### src/rtl/prxs_defs.vh
// constants for the receive tlp stream port
`ifndef PRXS_DEFS_VH
`define PRXS_DEFS_VH

// ---------------------------------------------------------------------------
// stream timing
// ---------------------------------------------------------------------------
`define PRXS_READY_LATENCY 2
`define PRXS_FIFO_DEPTH 8
`define PRXS_FIFO_AW 3

// ---------------------------------------------------------------------------
// bus widths and modes
// ---------------------------------------------------------------------------
`define PRXS_DW_NARROW 64
`define PRXS_DW_WIDE 128
`define PRXS_NP_LIMIT_NARROW 14
`define PRXS_NP_LIMIT_WIDE 26

// ---------------------------------------------------------------------------
// bar hit vector layout (endpoint)
// ---------------------------------------------------------------------------
`define PRXS_BAR_W 8
`define PRXS_BAR_IDX_W 3
`define PRXS_BAR_ROM_BIT 6
`define PRXS_BAR_RSVD_BIT 7
`define PRXS_BAR_NONE 8'h00

// ---------------------------------------------------------------------------
// per byte secded code: bit 0 overall parity, bits 1..12 hamming positions
// ---------------------------------------------------------------------------
`define PRXS_CW 13
`define PRXS_INJ_BIT_A 3
`define PRXS_INJ_BIT_B 5

`endif

### src/rtl/prxs_stream_port.v
// receive tlp stream port: ecc protected beat buffer and application stream
`timescale 1ns/100ps
`include "prxs_defs.vh"

// ---------------------------------------------------------------------------
// beat buffer
// ---------------------------------------------------------------------------
module prxs_fifo #(
   parameter WIDTH = 16,
   parameter DEPTH = `PRXS_FIFO_DEPTH,
   parameter AW = `PRXS_FIFO_AW
) (
   input wire clk,
   input wire rst_n,
   input wire in_valid,
   output wire in_ready,
   input wire [WIDTH-1:0] in_data,
   output wire out_valid,
   input wire out_ready,
   output wire [WIDTH-1:0] out_data,
   output wire [AW:0] level
);
   reg [WIDTH-1:0] mem [0:DEPTH-1];
   reg [AW-1:0] wr_ptr_r, rd_ptr_r;
   reg [AW:0] count_r;
   wire push, pop;

   assign in_ready = (count_r != DEPTH[AW:0]);
   assign out_valid = (count_r != {(AW+1){1'b0}});
   assign push = in_valid & in_ready;
   assign pop = out_valid & out_ready;
   assign out_data = mem[rd_ptr_r];
   assign level = count_r;

   always @(posedge clk) begin
      if (push) begin
         mem[wr_ptr_r] <= in_data;
      end
   end

   always @(posedge clk or negedge rst_n) begin
      if (!rst_n) begin
         wr_ptr_r <= {AW{1'b0}};
         rd_ptr_r <= {AW{1'b0}};
         count_r <= {(AW+1){1'b0}};
      end else begin
         if (push) begin
            wr_ptr_r <= (wr_ptr_r == DEPTH[AW-1:0] - 1'b1) ? {AW{1'b0}} : wr_ptr_r + 1'b1;
         end
         if (pop) begin
            rd_ptr_r <= (rd_ptr_r == DEPTH[AW-1:0] - 1'b1) ? {AW{1'b0}} : rd_ptr_r + 1'b1;
         end
         if (push && !pop) begin
            count_r <= count_r + 1'b1;
         end else if (pop && !push) begin
            count_r <= count_r - 1'b1;
         end
      end
   end
endmodule

// Overview of operation
// - valid drops within two cycles after the application drops ready.
// - valid returns within two cycles of ready when data is waiting.
// - a beat is handed over only in cycles where valid is high.
// - valid may gap inside a packet even while ready stays high.
// - error output rises when buffered data has an uncorrectable ecc error.
// - error is high at least one cycle, together with valid.
// - each byte is secded protected: single bits fixed, double bits flagged.
// - an errored packet may end early with end-of-packet, then valid drops.
// - hold request stops non-posted requests; posted and completions keep flowing.
// - non-posted requests already buffered still go out under hold.
// - at most 14 (64-bit) or 26 (128-bit) non-posted go out after hold.
// - bar hit vector is meaningful for memory and i/o requests only.
// - bar hit vector is valid only on the first-beat cycle.
// - bits 0 to 5 flag hits on base address registers 0 to 5.
// - bit 6 flags an expansion rom hit; bit 7 is reserved.
// - a transfer may happen two cycles after the application raises ready.
// - first beat and last beat flags mark packet ends while valid is high.
// - 128-bit mode flags beats whose upper qword holds no data.
module prxs_stream_port #(
   parameter DW = `PRXS_DW_NARROW,
   parameter DEPTH = `PRXS_FIFO_DEPTH
) (
   input wire clk,
   input wire nrst,
   // transaction layer side
   input wire tl_valid,
   output reg tl_ready_r,
   output reg tl_np_stall_r,
   input wire [DW-1:0] tl_data,
   input wire tl_sop,
   input wire tl_eop,
   input wire tl_upper_void,
   input wire tl_is_np,
   input wire tl_is_request,
   input wire tl_bar_hit,
   input wire tl_bar_rom,
   input wire [`PRXS_BAR_IDX_W-1:0] tl_bar_index,
   input wire ecc_fault_flip1,
   input wire ecc_fault_flip2,
   // application side
   output reg rcv_beat_valid,
   input wire app_accept_ok,
   output reg [DW-1:0] rcv_payload_bus,
   output reg rcv_first_beat,
   output reg rcv_last_beat,
   output reg rcv_upper_qword_void,
   output reg rcv_buffer_uncorrectable,
   input wire nonposted_hold_request,
   output reg [`PRXS_BAR_W-1:0] bar_hit_vector
);
   localparam NB = DW / 8;
   localparam CWB = NB * `PRXS_CW;
   localparam W = CWB + 3 + `PRXS_BAR_W;
   localparam AW = `PRXS_FIFO_AW;
   localparam [1:0] ST_PASS = 2'b01;
   localparam [1:0] ST_DROP = 2'b10;

   // ------------------------------------------------------------------------
   // secded helpers
   // ------------------------------------------------------------------------
   function [`PRXS_CW-1:0] ecc_encode;
      input [7:0] d;
      reg [`PRXS_CW-1:0] c;
      integer i;
      integer k;
      begin
         c = {`PRXS_CW{1'b0}};
         k = 0;
         for (i = 1; i < `PRXS_CW; i = i + 1) begin
            if ((i & (i - 1)) != 0) begin
               c[i] = d[k];
               k = k + 1;
            end
         end
         for (i = 1; i < `PRXS_CW; i = i + 1) begin
            if (i[0]) c[1] = c[1] ^ ((i != 1) & c[i]);
            if (i[1]) c[2] = c[2] ^ ((i != 2) & c[i]);
            if (i[2]) c[4] = c[4] ^ ((i != 4) & c[i]);
            if (i[3]) c[8] = c[8] ^ ((i != 8) & c[i]);
         end
         c[0] = ^c[`PRXS_CW-1:1];
         ecc_encode = c;
      end
   endfunction

   // returns {double error, corrected byte}
   function [8:0] ecc_decode;
      input [`PRXS_CW-1:0] cw;
      reg [`PRXS_CW-1:0] c;
      reg [3:0] syn;
      reg [7:0] d;
      integer i;
      integer k;
      begin
         c = cw;
         syn = 4'h0;
         d = 8'h00;
         for (i = 1; i < `PRXS_CW; i = i + 1) begin
            if (c[i]) syn = syn ^ i[3:0];
         end
         // odd overall parity means one flip, which the syndrome locates
         if (^c && syn != 4'h0 && syn < `PRXS_CW) begin
            c[syn] = ~c[syn];
         end
         k = 0;
         for (i = 1; i < `PRXS_CW; i = i + 1) begin
            if ((i & (i - 1)) != 0) begin
               d[k] = c[i];
               k = k + 1;
            end
         end
         ecc_decode = {(~^cw) & (syn != 4'h0), d};
      end
   endfunction

   // ------------------------------------------------------------------------
   // reset release
   // ------------------------------------------------------------------------
   reg rst_s1_r, rst_n_r;
   always @(posedge clk or negedge nrst) begin
      if (!nrst) begin
         rst_s1_r <= 1'b0;
         rst_n_r <= 1'b0;
      end else begin
         rst_s1_r <= 1'b1;
         rst_n_r <= rst_s1_r;
      end
   end

   // ------------------------------------------------------------------------
   // write side: encode, bar decode, non-posted hold
   // ------------------------------------------------------------------------
   wire [CWB-1:0] enc_bus;
   genvar g;
   generate
      for (g = 0; g < NB; g = g + 1) begin : g_enc
         wire [`PRXS_CW-1:0] cw;
         assign cw = ecc_encode(tl_data[g*8 +: 8]);
         if (g == 0) begin : g_inj
            // fault injection on byte 0 lets the error path be exercised
            wire [`PRXS_CW-1:0] flip;
            assign flip = ({{(`PRXS_CW-1){1'b0}}, ecc_fault_flip1 | ecc_fault_flip2}
                           << `PRXS_INJ_BIT_A)
                        | ({{(`PRXS_CW-1){1'b0}}, ecc_fault_flip2} << `PRXS_INJ_BIT_B);
            assign enc_bus[`PRXS_CW-1:0] = cw ^ flip;
         end else begin : g_pass
            assign enc_bus[g*`PRXS_CW +: `PRXS_CW] = cw;
         end
      end
   endgenerate

   reg [`PRXS_BAR_W-1:0] bar_in;
   always @* begin
      bar_in = `PRXS_BAR_NONE;
      if (tl_is_request && tl_sop) begin
         if (tl_bar_rom) begin
            bar_in[`PRXS_BAR_ROM_BIT] = 1'b1;
         end else if (tl_bar_hit && tl_bar_index < `PRXS_BAR_ROM_BIT) begin
            bar_in[tl_bar_index] = 1'b1;
         end
      end
      bar_in[`PRXS_BAR_RSVD_BIT] = 1'b0;
   end

   // only a new non-posted packet is refused; one already started runs on
   wire np_refuse, push, fifo_in_ready, void_in;
   wire [W-1:0] fifo_in;
   assign np_refuse = tl_np_stall_r & tl_sop & tl_is_np;
   assign push = tl_valid & tl_ready_r & ~np_refuse;
   assign void_in = (DW == `PRXS_DW_WIDE) ? tl_upper_void : 1'b0;
   assign fifo_in = {bar_in, tl_upper_void & void_in, tl_eop, tl_sop, enc_bus};

   // ------------------------------------------------------------------------
   // buffer
   // ------------------------------------------------------------------------
   wire fifo_out_valid, fifo_pop;
   wire [W-1:0] fifo_out;
   wire [AW:0] level;
   prxs_fifo #(
      .WIDTH(W),
      .DEPTH(DEPTH),
      .AW(AW)
   ) u_fifo (
      .clk(clk),
      .rst_n(rst_n_r),
      .in_valid(push),
      .in_ready(fifo_in_ready),
      .in_data(fifo_in),
      .out_valid(fifo_out_valid),
      .out_ready(fifo_pop),
      .out_data(fifo_out),
      .level(level)
   );

   // ------------------------------------------------------------------------
   // read side: decode head beat
   // ------------------------------------------------------------------------
   wire [DW-1:0] dec_data;
   wire [NB-1:0] dec_dbe;
   generate
      for (g = 0; g < NB; g = g + 1) begin : g_dec
         wire [8:0] r;
         assign r = ecc_decode(fifo_out[g*`PRXS_CW +: `PRXS_CW]);
         assign dec_data[g*8 +: 8] = r[7:0];
         assign dec_dbe[g] = r[8];
      end
   endgenerate

   wire head_sop, head_eop, head_void, head_bad;
   wire [`PRXS_BAR_W-1:0] head_bar;
   assign head_sop = fifo_out[CWB];
   assign head_eop = fifo_out[CWB+1];
   assign head_void = fifo_out[CWB+2];
   assign head_bar = fifo_out[W-1 -: `PRXS_BAR_W];
   assign head_bad = |dec_dbe;

   // ------------------------------------------------------------------------
   // ready latency and output stage
   // ------------------------------------------------------------------------
   reg rdy_d1_r;
   reg [1:0] state_r, state_nxt;
   wire send;
   // registering the delayed ready puts the beat on the port two cycles after ready
   assign send = (state_r == ST_PASS) & rdy_d1_r & fifo_out_valid;
   assign fifo_pop = send | ((state_r == ST_DROP) & fifo_out_valid);

   always @* begin
      case (state_r)
         ST_PASS: begin
            state_nxt = (send && head_bad && !head_eop) ? ST_DROP : ST_PASS;
         end
         ST_DROP: begin
            state_nxt = (fifo_out_valid && head_eop) ? ST_PASS : ST_DROP;
         end
         default: begin
            state_nxt = ST_PASS;
         end
      endcase
   end

   always @(posedge clk or negedge rst_n_r) begin
      if (!rst_n_r) begin
         rdy_d1_r <= 1'b0;
         state_r <= ST_PASS;
         tl_ready_r <= 1'b0;
         tl_np_stall_r <= 1'b0;
         rcv_beat_valid <= 1'b0;
         rcv_payload_bus <= {DW{1'b0}};
         rcv_first_beat <= 1'b0;
         rcv_last_beat <= 1'b0;
         rcv_upper_qword_void <= 1'b0;
         rcv_buffer_uncorrectable <= 1'b0;
         bar_hit_vector <= `PRXS_BAR_NONE;
      end else begin
         rdy_d1_r <= app_accept_ok;
         state_r <= state_nxt;
         // margin of two slots covers the push in flight behind the registered ready
         tl_ready_r <= fifo_in_ready && (level < DEPTH[AW:0] - 2'd2);
         // hold acts on the next packet start; buffered requests are untouched
         tl_np_stall_r <= nonposted_hold_request;
         rcv_beat_valid <= send;
         rcv_buffer_uncorrectable <= send & head_bad;
         rcv_first_beat <= send & head_sop;
         rcv_last_beat <= send & (head_eop | head_bad);
         rcv_upper_qword_void <= send & head_void;
         bar_hit_vector <= (send && head_sop) ? head_bar : `PRXS_BAR_NONE;
         if (send) begin
            rcv_payload_bus <= dec_data;
         end
      end
   end
endmodule

### config.mk
export PLATFORM = sky130hd
export DESIGN_NAME = prxs_stream_port
export DESIGN_NICKNAME = d
export VERILOG_FILES = /design/src/rtl/prxs_stream_port.v
export VERILOG_INCLUDE_DIRS = /design/src /design/src/rtl
export SDC_FILE = /design/constraint.sdc
export NUM_CORES = 1
export LEC_CHECK = 0
export BUFFER_PORTS_ARGS = -buffer_cell sky130_fd_sc_hd__buf_2
export CAP_MARGIN = 20
export CELL_PAD_IN_SITES_DETAIL_PLACEMENT = 0
export CELL_PAD_IN_SITES_GLOBAL_PLACEMENT = 1
export CORE_MARGIN = 1
export CORE_UTILIZATION = 30
export CTS_BUF_LIST = sky130_fd_sc_hd__clkbuf_8
export CTS_CLUSTER_DIAMETER = 60
export CTS_CLUSTER_SIZE = 24
export DETAILED_ROUTE_END_ITERATION = 8
export GPL_TIMING_DRIVEN = 0
export PLACE_DENSITY_LB_ADDON = 0.25
export SLEW_MARGIN = 15
export SYNTH_ARGS = -nofsm -noshare
export SYNTH_HDL_FRONTEND = slang
export SYNTH_SLANG_ARGS = --single-unit
### constraint.sdc
create_clock -name clk -period 6.4 [get_ports clk]
set_clock_uncertainty 0.1 [all_clocks]
set_input_delay 0.96 -clock clk [delete_from_list [all_inputs] [get_ports clk]]
set_output_delay 0.96 -clock clk [all_outputs]
set_load 0.005 [all_outputs]
After elaboration in Yosys (flattened, before gate mapping). Memory sizes are Yosys's and may differ from the RTL's. Cells that the tools add are included.

Multipliers: 0. Shift-type cells: 0. $lt $le $gt $ge: 28. Bitwise logic cells: 235. Divide/modulo/power cells: 0. Equality and inequality tests: 5. Reduce and logical (&&, ||, !) cells: 72. Muxes and demuxes: 160. $add $sub $neg: 4.

Operators by type and width (number): 4-bit two-way mux (42); 1-bit bitwise XOR (112); 13-bit bitwise mux (8); 13-bit two-way mux (8); 13-bit XNOR reduction (8); 13-bit XOR reduction (8); 3-bit two-way mux (34); 2-bit inverter (48); 12-bit XOR reduction (8); 3-bit inverter (16); 4-bit by 5-bit less-than comparator with 1-bit output, second input constant (8); 2-bit two-way mux (18); 4-bit nonzero test (9); 1-bit logical AND (34); 1-bit binary-select mux with 4-bit select (8); 1-bit demux with 4-bit select (8); 4-bit by 1-bit greater-or-equal comparator with 1-bit output, second input constant (8); 4-bit less-than comparator, second input constant (8); 1-bit two-way mux (28); 1-bit inverter, first input constant (24); 1-bit bitwise AND (20); 8-bit two-way mux (2); 13-bit by 6-bit bitwise XOR with 13-bit output (1); 1-bit inverter (9); 21 further kinds (27).

Latch bits: 0. Word-level logic and storage cells: 521. Output and inout bits: 79. Bits in read-only memories: 0. Input bits: 81. Memory bits (writable): 904. Register bits after elaboration: 94. Memories: 1.

Memories: u_fifo.mem (depth 8, bits a word 113, read ports 1, clocked after memory_dff 0, wr ports 1, line prxs_stream_port.v:23) `reg [WIDTH-1:0] mem [0:DEPTH-1];`.

Longest topological paths before layout. An unclocked memory read counts as a cell.

Word-level depth: 28. Mapped depth: 18. Depth with buffers taken out: 13.

By module. Synthesis repeated with hierarchy kept, for this count alone.

Cells, all modules: 2318. Area, all modules: 43671.9 um^2.

By module, submodules not included: prxs_fifo (seq. area each 27876.7 um^2, instances 1, area an instance 35406.5 um^2, cells each 1395); prxs_stream_port (seq. area each 2103.3 um^2, instances 1, area an instance 8265.4 um^2, cells each 923).

Least setup slack after synthesis. No wires, ideal clock.

Path type: in2reg. From: input port tl_is_np. To: memory u_fifo.mem[2][0] (netlist name) (enable). Buffers on the path: 0. Data arrival time: 9.862 ns. Setup slack: -4.308 ns. Stages: 5. Library setup time: 0.747 ns. Data required time: 5.553 ns. Path through: nand3_1 > nand3_1 > a21oi_1 > nand2b_1 > nor3b_1.

Cells in the longest elaborated chain, start to end: 6.

Ends and longest elaborated chain: from (decl) (line prxs_stream_port.v:95) `input wire tl_is_np,`; 1-bit bitwise AND (line prxs_stream_port.v:230) `assign np_refuse = tl_np_stall_r & tl_sop & tl_is_np;`; 1-bit inverter (line prxs_stream_port.v:231) `assign push = tl_valid & tl_ready_r & ~np_refuse;`; 1-bit bitwise AND (line prxs_stream_port.v:231); 1-bit bitwise AND (line prxs_stream_port.v:30) `assign push = in_valid & in_ready;`; via u_fifo.push (line prxs_stream_port.v:26) `wire push, pop;`; 1-bit two-way mux (line prxs_stream_port.v:36) `if (push) begin`; 1-bit two-way mux (not written as such) (line prxs_stream_port.v:37) `mem[wr_ptr_r] <= in_data;`; to (decl) (line prxs_stream_port.v:23).

The timed path passes the listed nets, and every way through them passes these cells.

Worst setup path after layout.
From: register u_fifo.rd_ptr_r[2]. To: register rcv_last_beat.

Cells in the longest elaborated chain, start to end: 23. Elaborated cells on any way between the ends: 188. Classes of those cells: 96 x mux; 74 x bitwise; 17 x reduce/logical; 1 x memory.

Ends and longest elaborated chain: from (decl) (line prxs_stream_port.v:24) `reg [AW-1:0] wr_ptr_r, rd_ptr_r;`; from (signal assigned) (line prxs_stream_port.v:44) `rd_ptr_r <= {AW{1'b0}};`; from (signal assigned) (line prxs_stream_port.v:51) `rd_ptr_r <= (rd_ptr_r == DEPTH[AW-1:0] - 1'b1) ? {AW{1'b0}} : rd_ptr_r + 1'b1;`; memory read 8 x 113 bit *; 1-bit two-way mux (line prxs_stream_port.v:161) `if (c[i]) syn = syn ^ i[3:0];`; 2-bit two-way mux (line prxs_stream_port.v:161); 2-bit inverter (no line); 2-bit two-way mux (line prxs_stream_port.v:161); 3-bit two-way mux (line prxs_stream_port.v:161); 2-bit inverter (no line); 3-bit two-way mux (2 in a row) (line prxs_stream_port.v:161); (+4 left out); 4-bit two-way mux (2 in a row) (line prxs_stream_port.v:161); 3-bit inverter (no line); 4-bit two-way mux (2 in a row) (line prxs_stream_port.v:161); 4-bit nonzero test (line prxs_stream_port.v:174) `ecc_decode = {(~^cw) & (syn != 4'h0), d};`; 1-bit bitwise AND (line prxs_stream_port.v:174); 8-bit OR reduction (line prxs_stream_port.v:277) `assign head_bad = |dec_dbe;`; 1-bit bitwise OR * (line prxs_stream_port.v:326) `rcv_last_beat <= send & (head_eop | head_bad);`; 1-bit bitwise AND * (line prxs_stream_port.v:326); to (signal assigned) (line prxs_stream_port.v:326); to (decl) (line prxs_stream_port.v:107) `output reg rcv_last_beat,`.

Every way passes the cells marked *; elsewhere a longest branch is shown, timed or not. A chain may end at the register's enable or synchronous reset.

==> results.ini <==
[timing]
drv_slew=0
period_share_pct=96.9
fmax_mhz=161
min_period_ns=6.20
worst_pin_slew_ns=1.13
hold_viol_final=0
finalSetupViolCount=0
rsz0062_at_grt=false
slew-limit-headroom_pct=24.5

[setup_path]
crit_required_ns=6.97
cp-endpoint=rcv_last_beat$_DFF_PN0_
crit_type=reg -> reg
crit-reg2reg-launch=u_fifo.rd_ptr_r[2]$_DFFE_PN0P_
worstPathMaxFanout=10
crit_arrival_ns=6.77
rrSetupSlack_ns=0.20
start_kind=flip-flop
cp-end-kind=flip-flop
r2r-end=rcv_last_beat$_DFF_PN0_
r2r_cells=15
startpoint=u_fifo.rd_ptr_r[2]$_DFFE_PN0P_

[detailed_routing]
via_count=24300
via_per_inst=4.98
drtIter0Drc=2137
first_pass_iters=5
post_drt_wl_per_cell_um=27.9
wl_um=136000
final_antenna_net_count=0
drc_errors=0

[clock_network]
path_clk_slew_ns=0.11
clock-root-buffer=clkbuf_8
clk_latency_ns=0.86
post_cts_buffers=0
htree_levels=3
cts_tree=yes
cts.sinks=996
cts_buffers=93
cts_buffer_depth=3

[synth]
synth-simple-area-share_pct=3.63
ys_types=80
synth_compound_area_share_pct=3.36
syn_area_per_cell_um2=17.5
synth_fa_ha_area_share_pct=0.458
synthMuxAreaShare_pct=15.7
synth_xor_area_share_pct=8.67
synth_cells=2529
synth_flop_cell=edfxtp_1
synth_top_family_by_area=multiplexers
synth_edf_count=904
synth_async_sr_flop_share_pct=9.24
ys_seq_area_share_pct=66.5
synth_area_leaders=edfxtp_1 (61%), mux4_2 (11%), xnor2_1 (5.2%)
yosysWarningCount=0
ys_ff_latch=996
syn_area_um2=44300
synth_top_area_share_pct=61.3
synth_top_area_cell=edfxtp_1

[global_routing]
grt_pass1_vias=25400
antenna_found_initial=18
grt_use_total_pct=18.3
grt_max_degree=44
grt_pass1_wl_um=192000
grt_overflow=0

[floorplanning]
std_cell_rows=140
coreArea_um2=146000
dieWidth_um=386
ios=160
start_util_pct=30.3
dieArea_um2=149000
fp.dieH_um=386

[place]
placed_cell_area_um2=49100
port_buffers=156
hpwlAfterDp_um=98500
place.gp.congestion=0.846

[cells_and_area]
fin_nets=2964
postLayoutCellArea_um2=51300
drive_gt1_share_pct=27.1
utilization_pct=35.1
area_growth_syn_to_layout_pct=16.0

[status]
status=finished clean

[min_path]
hold_path_class=reg -> async

[job]
maxCapViolCount=0

==> cell usage in the layout, fill, tap and decap left out, drive strengths merged, types with 12 or more instances in the layout <==
cell,n
nand3,13
edfxtp,904
a211oi,23
nor2,96
nand2,130
a21oi,55
mux4,219
inv,70
nor3,31
xnor2,276
mux2,31
nand2b,16
dfrtp,91
mux2i,156
a22oi,12
xor2,139
clkbuf,119
clkinv,21
o21ai,60
buf,316
==> worst min path at each step <==
stage	from	to
global placement	rst_s1_r$_DFF_PN0_	rst_n_r$_DFF_PN0_
detailed placement	rst_n_r$_DFF_PN0_	rcv_payload_bus[32]$_DFFE_PN0P_
floorplan	rst_s1_r$_DFF_PN0_	rst_n_r$_DFF_PN0_
global route	nonposted_hold_request	tl_np_stall_r$_DFF_PN0_
CTS	nonposted_hold_request	tl_np_stall_r$_DFF_PN0_
finish	rst_n_r$_DFF_PN0_	rcv_payload_bus[39]$_DFFE_PN0P_
==> synthesized netlist by cell type, types with 10 or more instances <==
library cell  count
mux2_2           31
buf_6            15
a22oi_1          12
nor3_1           31
xnor2_2          15
nand2_1         130
a21oi_1          53
xor2_1          136
nor2_1           96
buf_4            10
mux4_2          216
mux2i_2          11
nand2b_1         16
nor2b_1          10
xnor2_1         261
a221o_1          10
nand3_1          12
edfxtp_1        904
dfrtp_1          91
inv_1            25
a211oi_1         22
mux2i_1         142
buf_2            34
and2_1           10
clkbuf_1         21
or3_1            10
o21ai_0          53
==> critical path: stages (launching register included) <==
cell and delay [ns]:
dfrtp_1 0.56, buf_4 0.28, inv_1 0.18, buf_4 0.39, buf_4 0.48, buf_4 0.43
buf_4 0.43, mux2i_1 0.39, xnor2_1 0.18, xnor2_1 0.12, xnor2_2 0.37, o22ai_1 0.26
a311oi_2 0.55, o2111ai_1 0.35, nor4_4 0.67, a21oi_1 0.23
==> flip-flops by register name, indices dropped and copies added, names as in the netlist, 2 cells and up <==
signal / flops
u_fifo.mem: 904
u_fifo.level: 4
rcv_payload_bus: 64
bar_hit_vector: 7
u_fifo.wr_ptr_r: 3
u_fifo.rd_ptr_r: 3
state_r: 2
==> final cells by class <==
| class | instances | area [um2] |
|---|---|---|
| plain buffers | 91 | 647 |
| well taps | 1917 | 2400 |
| clock buffers | 97 | 1340 |
| multi-input cells | 1416 | 14200 |
| diodes | 9 | 22.5 |
| flip-flops and latches | 996 | 29500 |
| clock inverters | 78 | 858 |
| inverters | 27 | 101 |
| fillers | 13900 | 94800 |
| repair buffers | 248 | 2340 |
==> logic make-up (layout without fill, tap and decap cells) <==
family,count (synthesis),after routing
other,2,12
DFF,996,996
AOI/OAI and AO/OA,225,225
muxes,406,406
adders and majority gates,17,17
buffers and inverters,118,541
xor gates and xnor gates,418,418
and+or+nand+nor,347,347
==> metrics by stage <==
| step | TNS, ns | hold WS (ns) | instances | setup slack (ns) |
|---|---|---|---|---|
| floorplan | -265.71 | 0.231 | 2530 | -0.665 |
| global placement | -5625.32 | 0.238 | 4603 | -7.46 |
| detailed placement | -1.70 | 0.115 | 4694 | -0.406 |
| CTS | 0 | 0.0289 | 4870 | 0.0903 |
| global route | 0 | 0.0461 | 4874 | 0.0406 |
| finish | 0 | 0.111 | 4879 | 0.197 |
==> layer usage <==
layer	GRT usage [%]	up-vias	wire [um]
met5	0	-	69
met4	3.87	12	2510
met3	3.22	157	7430
met2	31.1	652	67200
met1	24.5	12900	59000
li1	-	10600	-
==> what timing repair did <==
action | CTS | global route
hold buffers | 1 | 0
cloned | 0 | 0
resized for setup | 5 | 2
pin swaps | 0 | 0
hold endpoints to repair | 2 | 0
setup endpoints to repair | 10 | 1
Power is not shown: default switching activity piles up to over one toggle a cycle in this logic, so the estimate is an artifact.
